<file path="config.mk">
export PLATFORM = sky130hd
export DESIGN_NAME = csb_port
export DESIGN_NICKNAME = d
export VERILOG_FILES = /design/src/rtl/csb_pkg.sv /design/src/rtl/csb_match.sv /design/src/rtl/csb_pin.sv /design/src/rtl/csb_port.sv
export SDC_FILE = /design/constraint.sdc
export NUM_CORES = 1
export LEC_CHECK = 0
export ABC_AREA = 1
export BUFFER_PORTS_ARGS = -buffer_cell sky130_fd_sc_hd__buf_2
export CAP_MARGIN = 5
export CORE_MARGIN = 5
export CORE_UTILIZATION = 40
export CTS_BUF_LIST = sky130_fd_sc_hd__clkbuf_4
export DETAILED_ROUTE_END_ITERATION = 8
export REMOVE_ABC_BUFFERS = 1
export SLEW_MARGIN = 15
export SYNTH_ARGS = -nofsm -noshare
export SYNTH_HDL_FRONTEND = slang
export SYNTH_SLANG_ARGS = --single-unit
</file>
<file path="constraint.sdc">
create_clock -name clk_i -period 3.3 [get_ports clk_i]
set_input_delay 0.66 -clock clk_i [delete_from_list [all_inputs] [get_ports clk_i]]
set_output_delay 0.66 -clock clk_i [all_outputs]
set_load 0.01 [all_outputs]
</file>
<file path="src/rtl/csb_pkg.sv">
package csb_pkg;

	// ==========================================================
	// Register map (byte addresses)
	localparam logic [31:0] REGION3_BASE_ADDRESS = 32'h8007fdd0;
	localparam logic [31:0] REGION3_OPTIONS = 32'h8007fdd4;
	localparam logic [31:0] REGION2_BASE_ADDRESS = 32'h8007fdd8;
	localparam logic [31:0] REGION2_OPTIONS = 32'h8007fddc;
	localparam logic [31:0] REGION1_BASE_ADDRESS = 32'h8007fde0;
	localparam logic [31:0] REGION1_OPTIONS = 32'h8007fde4;
	localparam logic [31:0] SYSTEM_UNIT_CONFIG = 32'h8007fde8;
	localparam logic [31:0] BUS_STATUS = 32'h8007fdec;

	// ==========================================================
	// Option register field positions and the config burst bit
	localparam int DEPTH_LSB = 0;
	localparam int ACK_BIT = 4;
	localparam int PWIDTH_LSB = 5;
	localparam int PFUNC_LSB = 7;
	localparam int BYTE_LSB = 9;
	localparam int REGION_LSB = 11;
	localparam int INTERFACE_TYPE_FIELD_LSB = 14;
	localparam int BURST_END_BIT = 4;

	// ==========================================================
	// Field codes and reset values
	localparam logic [3:0] DEPTH_128K = 4'h6;
	localparam logic [3:0] DEPTH_MAX = 4'hd;
	localparam logic [1:0] PWIDTH_32 = 2'h2;
	localparam logic [1:0] PWIDTH_16 = 2'h1;
	localparam logic [1:0] PF_CHIP = 2'h0;
	localparam logic [1:0] PF_WRITE = 2'h1;
	localparam logic [1:0] PF_OUTPUT = 2'h2;
	localparam logic [3:0] INTERFACE_TYPE_FIELD_SYNC_AOE = 4'h5;
	localparam logic [31:0] BASE_RESET = 32'h00000000;
	localparam logic [31:0] OPT_RESET = 32'h00000000;
	localparam logic [31:0] CFG_RESET = 32'h00000000;
	localparam int NUM_REGIONS = 3;
	localparam int DEPTH_BASE_LOG2 = 11;

	// ==========================================================
	// Carriers
	typedef struct packed {
		logic [3:0] interface_type_field;
		logic [2:0] region;
		logic [1:0] byte_sel;
		logic [1:0] pin_function;
		logic [1:0] port_width;
		logic ack_gate;
		logic [3:0] depth;
	} csb_opt_type;

	typedef struct packed {
		logic valid;
		logic write;
		logic [31:0] addr;
		logic [3:0] lane_en;
		logic burst;
		logic last;
	} csb_xfer_type;

endpackage

</file>
<file path="src/rtl/csb_match.sv">
`timescale 1ns/1ps
module csb_match
	import csb_pkg::*;
(
	// Region setup
	input wire logic [31:0] base_i,
	input wire logic [3:0] depth_i,
	// Access
	input wire logic [31:0] addr_i,
	output logic hit_o
);
	// ==========================================================
	// Window compare
	logic [31:0] mask;
	logic [4:0] sh;
	// Depth code n (codes above 1101 clamp to 1101) maps 2^(n+11) bytes; 0110 gives 128KB
	always_comb begin
		sh = 5'(DEPTH_BASE_LOG2) + {1'b0, (depth_i > DEPTH_MAX) ? DEPTH_MAX : depth_i};
		mask = 32'hffffffff << sh;
		hit_o = ((addr_i & mask) == (base_i & mask));
	end
endmodule

</file>
<file path="src/rtl/csb_pin.sv">
`timescale 1ns/1ps
module csb_pin
	import csb_pkg::*;
(
	// Configuration
	input wire logic [1:0] func_i,
	// Qualifiers
	input wire logic own_hit_i,
	input wire logic pair_hit_i,
	input wire logic write_i,
	input wire logic valid_i,
	output logic assert_o
);
	// ==========================================================
	// Pin function select
	always_comb begin
		unique case (func_i)
			PF_CHIP: assert_o = valid_i && own_hit_i;
			PF_WRITE: assert_o = valid_i && pair_hit_i && write_i;
			PF_OUTPUT: assert_o = valid_i && pair_hit_i && !write_i;
			default: assert_o = 1'b0;
		endcase
	end
endmodule

</file>
<file path="src/rtl/csb_port.sv">
`timescale 1ns/1ps
module csb_port
	import csb_pkg::*;
#(
	parameter int NUM_CS = NUM_REGIONS
)(
	// Clock and reset
	input wire logic clk_i,
	input wire logic arst_n_i,
	// Register port
	input wire logic [31:0] reg_addr_i,
	input wire logic [31:0] reg_wdata_i,
	input wire logic reg_wr_i,
	input wire logic reg_rd_i,
	output logic [31:0] reg_rdata_o,
	// Internal transfer request (same clock)
	input wire csb_xfer_type xfer_i,
	// External bus pins
	output logic [31:0] bus_addr_o,
	output logic [3:0] byte_lane_enable_n_o,
	output logic [NUM_CS-1:0] cs_n_o,
	output logic transfer_start_strobe_n_o,
	output logic burst_continue_out_n_o,
	output logic ack_enabled_o
);
	// ==========================================================
	// Registers
	logic [31:0] base [NUM_CS];
	csb_opt_type opt [NUM_CS];
	logic [31:0] sys_cfg;
	logic [31:0] rdata;
	logic [31:0] next_base [NUM_CS];
	csb_opt_type next_opt [NUM_CS];
	logic [31:0] next_sys_cfg;
	logic [31:0] next_rdata;
	logic [31:0] base_addr [NUM_CS];
	logic [31:0] opt_addr [NUM_CS];
	logic [NUM_CS-1:0] hit;
	logic [NUM_CS-1:0] pin_on;
	logic [NUM_CS-1:0] ack_on;
	logic [31:0] status;

	// Offsets step down by eight per region number
	always_comb begin
		for (int i = 0; i < NUM_CS; i++) begin
			base_addr[i] = REGION1_BASE_ADDRESS - 32'(8 * i);
			opt_addr[i] = REGION1_OPTIONS - 32'(8 * i);
		end
	end

	// Register write and read decode; unmapped reads return zero
	always_comb begin
		next_sys_cfg = sys_cfg;
		next_rdata = 32'h00000000;
		for (int i = 0; i < NUM_CS; i++) begin
			next_base[i] = base[i];
			next_opt[i] = opt[i];
			if (reg_wr_i && reg_addr_i == base_addr[i])
				next_base[i] = reg_wdata_i;
			if (reg_wr_i && reg_addr_i == opt_addr[i])
				next_opt[i] = csb_opt_type'(reg_wdata_i[17:0]);
			if (reg_rd_i && reg_addr_i == base_addr[i])
				next_rdata = base[i];
			if (reg_rd_i && reg_addr_i == opt_addr[i])
				next_rdata = {14'h0000, opt[i]};
		end
		if (reg_wr_i && reg_addr_i == SYSTEM_UNIT_CONFIG)
			next_sys_cfg = reg_wdata_i;
		if (reg_rd_i && reg_addr_i == SYSTEM_UNIT_CONFIG)
			next_rdata = sys_cfg;
		if (reg_rd_i && reg_addr_i == BUS_STATUS)
			next_rdata = status;
	end

	always_ff @(posedge clk_i or negedge arst_n_i) begin
		if (!arst_n_i) begin
			for (int i = 0; i < NUM_CS; i++) begin
				base[i] <= BASE_RESET;
				opt[i] <= csb_opt_type'(OPT_RESET[17:0]);
			end
			sys_cfg <= CFG_RESET;
			rdata <= 32'h00000000;
		end else begin
			base <= next_base;
			opt <= next_opt;
			sys_cfg <= next_sys_cfg;
			rdata <= next_rdata;
		end
	end
	assign reg_rdata_o = rdata;

	// ==========================================================
	// Per-pin region decode and function
	genvar g;
	generate
		for (g = 0; g < NUM_CS; g++) begin : g_cs
			logic pair_hit;
			csb_match u_match (
				.base_i(base[g]),
				.depth_i(opt[g].depth),
				.addr_i(xfer_i.addr),
				.hit_o(hit[g])
			);
			// Paired chip enable index; code 001 is region 1 (index 0)
			always_comb begin
				pair_hit = 1'b0;
				for (int k = 0; k < NUM_CS; k++)
					if (opt[g].region == 3'(k + 1))
						pair_hit = hit[k];
			end
			csb_pin u_pin (
				.func_i(opt[g].pin_function),
				.own_hit_i(hit[g]),
				.pair_hit_i(pair_hit),
				.write_i(xfer_i.write),
				.valid_i(xfer_i.valid),
				.assert_o(pin_on[g])
			);
			// Acknowledge only when gate field set
			assign ack_on[g] = pin_on[g] && opt[g].ack_gate;
		end
	endgenerate

	// ==========================================================
	// Bus pins: byte field ignored, port width trims lanes
	logic [NUM_CS-1:0] next_cs_n;
	logic [3:0] next_lanes_n;
	logic [31:0] next_addr;
	logic next_ts_n;
	logic next_burst_n;
	logic next_ack;
	logic any_on;
	logic narrow;
	always_comb begin
		any_on = |pin_on;
		narrow = 1'b0;
		for (int i = 0; i < NUM_CS; i++)
			if (pin_on[i] && opt[i].pin_function == PF_CHIP && opt[i].port_width == PWIDTH_16)
				narrow = 1'b1;
		next_cs_n = ~pin_on;
		next_addr = xfer_i.addr;
		next_lanes_n = 4'hf;
		if (any_on)
			next_lanes_n = narrow ? {2'h3, ~xfer_i.lane_en[1:0]} : ~xfer_i.lane_en;
		next_ts_n = !(xfer_i.valid && any_on);
		// Config bit picks final-beat or burst-in-progress meaning
		if (sys_cfg[BURST_END_BIT])
			next_burst_n = !(any_on && xfer_i.last);
		else
			next_burst_n = !(any_on && xfer_i.burst && !xfer_i.last);
		next_ack = |ack_on;
	end

	// Registered so every pin changes on the bus clock edge
	always_ff @(posedge clk_i or negedge arst_n_i) begin
		if (!arst_n_i) begin
			cs_n_o <= '1;
			byte_lane_enable_n_o <= 4'hf;
			bus_addr_o <= 32'h00000000;
			transfer_start_strobe_n_o <= 1'b1;
			burst_continue_out_n_o <= 1'b1;
			ack_enabled_o <= 1'b0;
		end else begin
			cs_n_o <= next_cs_n;
			byte_lane_enable_n_o <= next_lanes_n;
			bus_addr_o <= next_addr;
			transfer_start_strobe_n_o <= next_ts_n;
			burst_continue_out_n_o <= next_burst_n;
			ack_enabled_o <= next_ack;
		end
	end

	// Status: sync type seen in region 1 and live hits
	always_comb begin
		status = 32'h00000000;
		status[NUM_CS-1:0] = hit;
		status[8] = (opt[0].interface_type_field == INTERFACE_TYPE_FIELD_SYNC_AOE);
	end

	// ==========================================================
	// Checks
	a_cs_inactive_idle: assert property (@(posedge clk_i) disable iff (!arst_n_i)
		!xfer_i.valid |=> cs_n_o == '1) else $error("chip select active without transfer");
	a_lanes_idle: assert property (@(posedge clk_i) disable iff (!arst_n_i)
		!xfer_i.valid |=> byte_lane_enable_n_o == 4'hf) else $error("lanes active idle");
	a_cs_in_window: assert property (@(posedge clk_i) disable iff (!arst_n_i)
		(xfer_i.valid && opt[0].pin_function == PF_CHIP && !hit[0]) |=> cs_n_o[0])
		else $error("chip select outside window");
	a_cs_hit_asserts: assert property (@(posedge clk_i) disable iff (!arst_n_i)
		(xfer_i.valid && opt[0].pin_function == PF_CHIP && hit[0]) |=> !cs_n_o[0])
		else $error("chip select missing in window");
	a_oe_no_write: assert property (@(posedge clk_i) disable iff (!arst_n_i)
		(xfer_i.write && opt[NUM_CS-1].pin_function == PF_OUTPUT) |=> cs_n_o[NUM_CS-1])
		else $error("output enable during write");
	a_ack_gate_off: assert property (@(posedge clk_i) disable iff (!arst_n_i)
		(opt[0].ack_gate == 1'b0 && opt[1].ack_gate == 1'b0 && opt[2].ack_gate == 1'b0)
		|=> !ack_enabled_o) else $error("ack while disabled");
	a_last_select: assert property (@(posedge clk_i) disable iff (!arst_n_i)
		(sys_cfg[BURST_END_BIT] && any_on && xfer_i.last) |=> !burst_continue_out_n_o)
		else $error("final beat not shown");
	a_addr_follow: assert property (@(posedge clk_i) disable iff (!arst_n_i)
		xfer_i.valid |=> bus_addr_o == $past(xfer_i.addr)) else $error("address mismatch");
	a_narrow_lanes: assert property (@(posedge clk_i) disable iff (!arst_n_i)
		narrow |=> byte_lane_enable_n_o[3:2] == 2'h3) else $error("x16 upper lanes");
	a_start_strobe: assert property (@(posedge clk_i) disable iff (!arst_n_i)
		(xfer_i.valid && any_on) |=> !transfer_start_strobe_n_o) else $error("no start");
	// Lanes follow their own enables on a full-width port
	a_lanes_follow: assert property (@(posedge clk_i) disable iff (!arst_n_i)
		(any_on && !narrow) |=> byte_lane_enable_n_o == ~$past(xfer_i.lane_en))
		else $error("lane enable mapping");
	a_strobe_idle: assert property (@(posedge clk_i) disable iff (!arst_n_i)
		!any_on |=> transfer_start_strobe_n_o) else $error("start strobe without hit");
	a_ack_follow: assert property (@(posedge clk_i) disable iff (!arst_n_i)
		(|ack_on) |=> ack_enabled_o) else $error("ack missing while enabled");
	a_burst_mid: assert property (@(posedge clk_i) disable iff (!arst_n_i)
		(!sys_cfg[BURST_END_BIT] && any_on && xfer_i.burst && !xfer_i.last)
		|=> !burst_continue_out_n_o) else $error("burst in progress not shown");
	// Unused pin function code must leave the pin idle
	a_pf_unused: assert property (@(posedge clk_i) disable iff (!arst_n_i)
		(opt[0].pin_function == 2'h3) |=> cs_n_o[0]) else $error("unused function drove pin");
	a_we_pairs: assert property (@(posedge clk_i) disable iff (!arst_n_i)
		(xfer_i.valid && xfer_i.write && hit[0] && opt[1].pin_function == PF_WRITE
		&& opt[1].region == 3'h1) |=> !cs_n_o[1]) else $error("write enable not paired");
	c_read_hit: cover property (@(posedge clk_i) xfer_i.valid && !xfer_i.write && any_on);
	c_write_hit: cover property (@(posedge clk_i) xfer_i.valid && xfer_i.write && any_on);
	c_burst_last: cover property (@(posedge clk_i) xfer_i.last && any_on);
	c_reg_read: cover property (@(posedge clk_i) reg_rd_i ##1 reg_wr_i);
endmodule

</file>
======== Yosys cells after proc, flatten, opt, wreduce, memory -nomap -nowiden ========
Cells that the tools add are included.
operators by class
  add/subtract/negate cells ............... 3
  multiply operators ...................... 0
  div/mod/pow operators ................... 0
  $lt $le $gt $ge ......................... 3
  equal/unequal tests ..................... 30
  shift-type cells ........................ 3
  mux-type cells .......................... 29
  bitwise gates (word level) .............. 9
  reduce and logical (&&, ||, !) cells .... 50
operators by type and width
  cell                                                                    count
  32-bit equality test (second input constant)                            8
  32-bit two-way mux                                                      8
  32-bit AND                                                              6
  32-bit equality test                                                    3
  32-bit by 5-bit left shift with 32-bit output (first input constant)    3
  1-bit logical AND                                                       40
  4-bit two-way mux                                                       5
  3-bit by 2-bit equality test with 1-bit output (second input constant)  6
  4-bit by 4-bit adder with 5-bit output (first input constant)           3
  1-bit two-way mux                                                       13
  2-bit by 1-bit equality test with 1-bit output (second input constant)  6
  4-bit > comparator (second input constant)                              3
  3-bit by 1-bit equality test with 1-bit output (second input constant)  3
  1-bit case mux with 3 select lines                                      3
  2-bit equality test (second input constant)                             3
  2-bit logical NOT                                                       3
  3-bit OR reduction                                                      2
  1-bit logical NOT                                                       5
  4-bit by 3-bit equality test with 1-bit output (second input constant)  1
  4-bit inverter                                                          1
  3-bit inverter                                                          1
  2-bit inverter                                                          1
word-level totals
  flip-flop bits (word level) ............. 256
  bits in latches ......................... 0
  memory bits (writable) .................. 0
  ROM bits ................................ 0
  bits of input ports ..................... 108
  output and inout port bits .............. 74
  word-level logic and storage cells ...... 159
  memories ................................ 0

======== Logic depth before layout (Yosys ltp) ========
  word-level depth ........................ 19
  mapped depth ............................ 20
  gate-level depth less buffers ........... 20

======== By module ========
Synthesis repeated with hierarchy kept, for this count alone.
second synthesis, totals
  cell total of the unflattened synthesis .. 1567
  area total of the unflattened synthesis .. 12883.6 sq um
by module, submodules not included
  module     instances  cells each  area each (sq um)  sequential area each (sq um)
  csb_port   1          1135        10665.2            6417.4
  csb_match  3          128         641.9              0.0
  csb_pin    3          16          97.6               0.0

======== Worst setup path after synthesis ========
Ideal clock, no wire load.
  kind .................................... input to register
  start point ............................. in reg_addr_i[29]
  end point ............................... reg rdata[1] (netlist: reg_rdata_o[1])
  library setup time ...................... 0.116 ns
  data arrival time ....................... 2.179 ns
  data required time ...................... 3.184 ns
  path slack .............................. 1.004 ns
  stages on the path ...................... 13
  path through ............................ or2_1 nor4_2 and2_1 buf_6 nand2_2 nor2_4 nand3_4 buf_2 o211a_1 nand2_1 nand3b_1 nand2_1 nand2_1
between the ends
  longest elaborated chain between the ends .. 10
  elaborated cells between the ends (all ways) .. 24
  those cells by class .................... eq/ne: 8; mux: 8; reduce/logical: 8
RTL lines
  item                  line            RTL
  from (decl)           csb_port.sv:11  input wire logic [31:0] reg_addr_i,
  32-bit equality test  csb_port.sv:62  if (reg_rd_i && reg_addr_i == base_addr[i])
  1-bit logical AND     csb_port.sv:62
  32-bit two-way mux    csb_port.sv:62
  32-bit two-way mux    csb_port.sv:64  if (reg_rd_i && reg_addr_i == opt_addr[i])
  32-bit two-way mux    csb_port.sv:62
  32-bit two-way mux    csb_port.sv:64
  32-bit two-way mux    csb_port.sv:62
  32-bit two-way mux    csb_port.sv:64
  32-bit two-way mux    csb_port.sv:69  if (reg_rd_i && reg_addr_i == SYSTEM_UNIT_CONFIG)
  32-bit two-way mux *  csb_port.sv:71  if (reg_rd_i && reg_addr_i == BUS_STATUS)
  via next_rdata[1]     csb_port.sv:35  logic [31:0] next_rdata;
  to (signal assigned)  csb_port.sv:87  rdata <= next_rdata;
  to (decl)             csb_port.sv:31  logic [31:0] rdata;
Mark *: on every way through the listed nets, which the timed path passes. The rest lies on a longest branch.
A chain may end at the register's enable or synchronous reset.

======== Worst setup path in the final report ========
  start point ............................. reg opt[19] (netlist name)
  end point ............................... reg byte_lane_enable_n_o[3]
between the ends
  longest elaborated chain between the ends .. 18
  elaborated cells between the ends (all ways) .. 38
  those cells by class .................... add/sub: 1; order compare: 1; eq/ne: 1; shift: 1; mux: 15; bitwise: 2; reduce/logical: 17
RTL lines
  item                                             line                          RTL
  from (decl)                                      csb_port.sv:29                csb_opt_type opt [NUM_CS];
  from (signal, indexed assignment)                csb_port.sv:79                opt[i] <= csb_opt_type'(OPT_RESET[17:0]);
  from (signal assigned)                           csb_port.sv:85                opt <= next_opt;
  4-bit > comparator                               csb_match.sv:18               sh = 5'(DEPTH_BASE_LOG2) + {1'b0, (depth_i > DEPTH_MAX) ? DEPTH_MAX : depth_i};
  4-bit two-way mux *                              csb_match.sv:18
  4-bit by 4-bit adder with 5-bit output *         csb_match.sv:18
  32-bit by 5-bit left shift with 32-bit output *  csb_match.sv:19               mask = 32'hffffffff << sh;
  32-bit AND                                       csb_match.sv:20               hit_o = ((addr_i & mask) == (base_i & mask));
  32-bit equality test *                           csb_match.sv:20
  1-bit two-way mux (2 in a row)                   csb_port.sv:108               if (opt[g].region == 3'(k + 1))
  1-bit logical AND                                csb_pin.sv:19, csb_pin.sv:20
  1-bit logical AND, on equally long branches      csb_pin.sv:20, csb_pin.sv:19
  1-bit case mux with 3 select lines               csb_pin.sv:17                 unique case (func_i)
  1-bit logical AND (2 in a row)                   csb_port.sv:138               if (pin_on[i] && opt[i].pin_function == PF_CHIP && opt[i].port_width == PWIDTH_16)
  1-bit two-way mux (3 in a row)                   csb_port.sv:138
  4-bit two-way mux                                csb_port.sv:144               next_lanes_n = narrow ? {2'h3, ~xfer_i.lane_en[1:0]} : ~xfer_i.lane_en;
  4-bit two-way mux *                              csb_port.sv:143               if (any_on)
  via next_lanes_n[3]                              csb_port.sv:127               logic [3:0] next_lanes_n;
  to (signal assigned)                             csb_port.sv:165               byte_lane_enable_n_o <= next_lanes_n;
  to (decl)                                        csb_port.sv:20                output logic [3:0] byte_lane_enable_n_o,
Marks and branches as above.

==> out/results.ini <==
[logic_synthesis]
synth_area_per_cell_um2 = 8.34
synth_area_mm2 = 0.0125
yosys_warnings = 0
synth_top_area_cell = dfrtp_1
synth.distinct_cells = 47
synth.top_cells.by_area = dfrtp_1 (49%), nand2_1 (12%), o21ai_0 (7.8%)
synth_cells = 1501
ys_seq_elements = 256
ys_seq_area_share_pct = 51.2
synthArstFlopShare_pct = 100
synth_edf_count = 0
netlist.area_leader.share_pct = 49.4
ys.flop_type = dfrtp_1

[die]
fp.dieH_um = 187
boundaryPins = 182
die_width_um = 187
die-area_mm2 = 0.0349
num_rows = 64
initial_core_util_pct = 40.7
core_area_mm2 = 0.0307

[layout]
layout_common_cells = nand2_1 (408), dfrtp_1 (247), o21ai_0 (195)
final_common_cell = nand2_1
num-fill-cells = 3130
finalNonFillerCells = 2175
final_nets = 1847
syn2layout_area_growth_pct = 18.5
drive_above_1_share_pct = 21.8

[placed_design]
io_buffers = 181
place_ws_ns = 0.385
dp.cells = 2044
place_hpwl_um = 26800
gp_congestion = 0.931

[worst_setup_path]
critPathKind = reg2reg
worstSetupEndpointType = register
crit_path_frequent_cell = nand2_1
path_buf_inv = 4
critPathArrivalTime_ns = 3.31
path_max_fanout = 6
cp_data_required_time_ns = 3.94
slowest_stage = dfrtp_1
max_stage_delay_ns = 0.38
start_kind = register
crit_chain = inv_1 -> nand2_2 -> ha_1 -> inv_1 -> nand2_1 -> nand2_1 -> o21ai_0 -> nand2_1 -> inv_1 -> nand2_1 -> nor2_2 -> and3_1 -> nand2_1 -> nand2_2 -> nand2_2 -> nand3_4 -> nand2_2 -> clkinv_1 -> nand2_1
path_delay_family = simple AND/OR/NAND/NOR gates
r2r_slack_ns = 0.63

[cts]
clock_sinks = 256
clk_pin_slew_worst_paths_ns = 0.06
clock-root-buffer = clkbuf_4
clk_path_buf_depth = 3
cts_buffers = 73
clock_latency_ns = 0.72
htree_levels = 3
cts_setup_buffers = 0
cts_tree = done

[timing]
setup_viol = 0
skew_ns = 0.0588
slew_viol_final = 0
fmax_mhz = 374
rsz0062_at_grt = no
fin_crit_ns = 2.67
fin_ws_ns = 0.628
maxSlewHeadroom_pct = 51.4
fin_setup_tns_ns = 0
hold_viol_final = 0
whs_ns = 0.0655
tightestPinTransition_ns = 0.729
post-route-period-util_pct = 81.0

[job]
drv_cap = 0

[routing]
avgViaCountPerCell = 5.17
route.detailed.drc = 0
wl_per_cell_um = 17.9
finalWirelength_um = 38900
vias = 11200
drt_first_pass_iters = 7
drtIter0Drc = 1040
ant_nets = 0

[pwr]
peakVddDrop_mv = 0.227
cellLeakagePower_nw = 7.31
powerDensity_mw_per_mm2 = 433

[global_routing]
grt_pass1_wl_um = 61900
grt_remaining_overflow = 0
grt_usage_pct = 22.1
grt_pass1_vias = 11400
grt_max_degree = 85
grt_antenna_before_repair = 2

[outcome]
status = finished, final reports clean

[min_path]
hold_path.class = in2reg

==> worst paths after layout <==
path,startpoint,endpoint,cells past startpoint
worst max-delay path,opt[19],byte_lane_enable_n_o[3],19
worst min-delay path,xfer_i[13],bus_addr_o[7],1
worst max register to register,opt[19],byte_lane_enable_n_o[3],19
worst min register to register,opt[14],opt[14],2
max in group asynchronous,arst_n_i,sys_cfg[9],3
min in group asynchronous,arst_n_i,bus_addr_o[4],2
==> cell families (layout without fill, tap and decap cells) <==
logic type / Yosys count / after routing / synth area share [%]
AND/OR/NAND/NOR: 643 / 643 / 23.0
AO/OA/AOI/OAI: 315 / 315 / 13.8
flip-flops: 256 / 256 / 51.2
buffers and inverters: 226 / 502 / 7.25
XOR/XNOR: 46 / 46 / 3.22
adder cells (fa/ha/maj): 15 / 15 / 1.50
other: 0 / 2 / 0
==> flip-flops by register name (all words and copies together), names as in the netlist <==
signal	flops
transfer_start_strobe_n_o	1
sys_cfg	32
opt	54
ack_enabled_o	1
reg_rdata_o	32
cs_n_o	3
byte_lane_enable_n_o	4
burst_continue_out_n_o	1
bus_addr_o	32
base	96
==> cells in the mapped netlist, drive strengths merged, types with 3 or more instances <==
library cell  number
a21oi             42
buf               23
clkbuf            41
clkinv             3
dfrtp            247
dfstp              9
ha                15
inv              159
nand2            425
nand3             94
nand3b            15
nand4             26
nor2              51
nor3              16
nor4               3
o2111ai           16
o211ai            23
o21ai            224
o22ai              4
or2                9
xnor2             22
xor2              24
==> report_power, final <==
part | leakage [nW] | internal, mW | switching (mW) | total [mW]
Clock | 0.541 | 1.53 | 1.40 | 2.93
Combinational | 3.30 | 0.110 | 0.224 | 0.334
Sequential | 3.47 | 3.16 | 0.00411 | 3.16
Total | 7.31 | 4.80 | 1.63 | 6.43
==> final cells by class <==
| class | count | area (um2) | share of cell area (%) |
|---|---|---|---|
| well taps | 396 | 495 | 3.34 |
| multi-input cells | 1019 | 5220 | 35.1 |
| repair buffers | 212 | 1190 | 8.01 |
| clock buffers | 104 | 781 | 5.26 |
| flip-flops and latches | 256 | 6420 | 43.2 |
| diodes | 2 | 5.00 | 0.0337 |
| clock inverters | 24 | 130 | 0.877 |
| inverters | 162 | 608 | 4.10 |
==> stage by stage <==
| stage | utilization, % | cell area [um2] | power [mW] |
|---|---|---|---|
| after CTS | 48.2 | 14800 | 6.52 |
| after global placement | 45.3 | 13900 | 3.55 |
| final | 48.3 | 14800 | 6.43 |
| after global routing | 48.3 | 14800 | 6.74 |
| after detailed placement | 45.3 | 13900 | 3.56 |
| after floorplan | - | 12200 | 3.33 |
==> layer usage <==
layer	track usage (%)	wire, um	vias to the layer above
li1	-	-	5416
met1	29.6	17200	5320
met2	36.0	18200	436
met3	4.95	2830	62
met4	6.43	606	0
met5	0	0	-
==> timing repair <==
| item | in CTS | in global routing |
|---|---|---|
| gates resized for setup | 0 | 0 |
| hold endpoints to repair | 59 | 0 |
| hold buffers | 1 | 0 |
| endpoints found under the setup margin | 0 | 0 |
(Power assumes the default switching activity.)
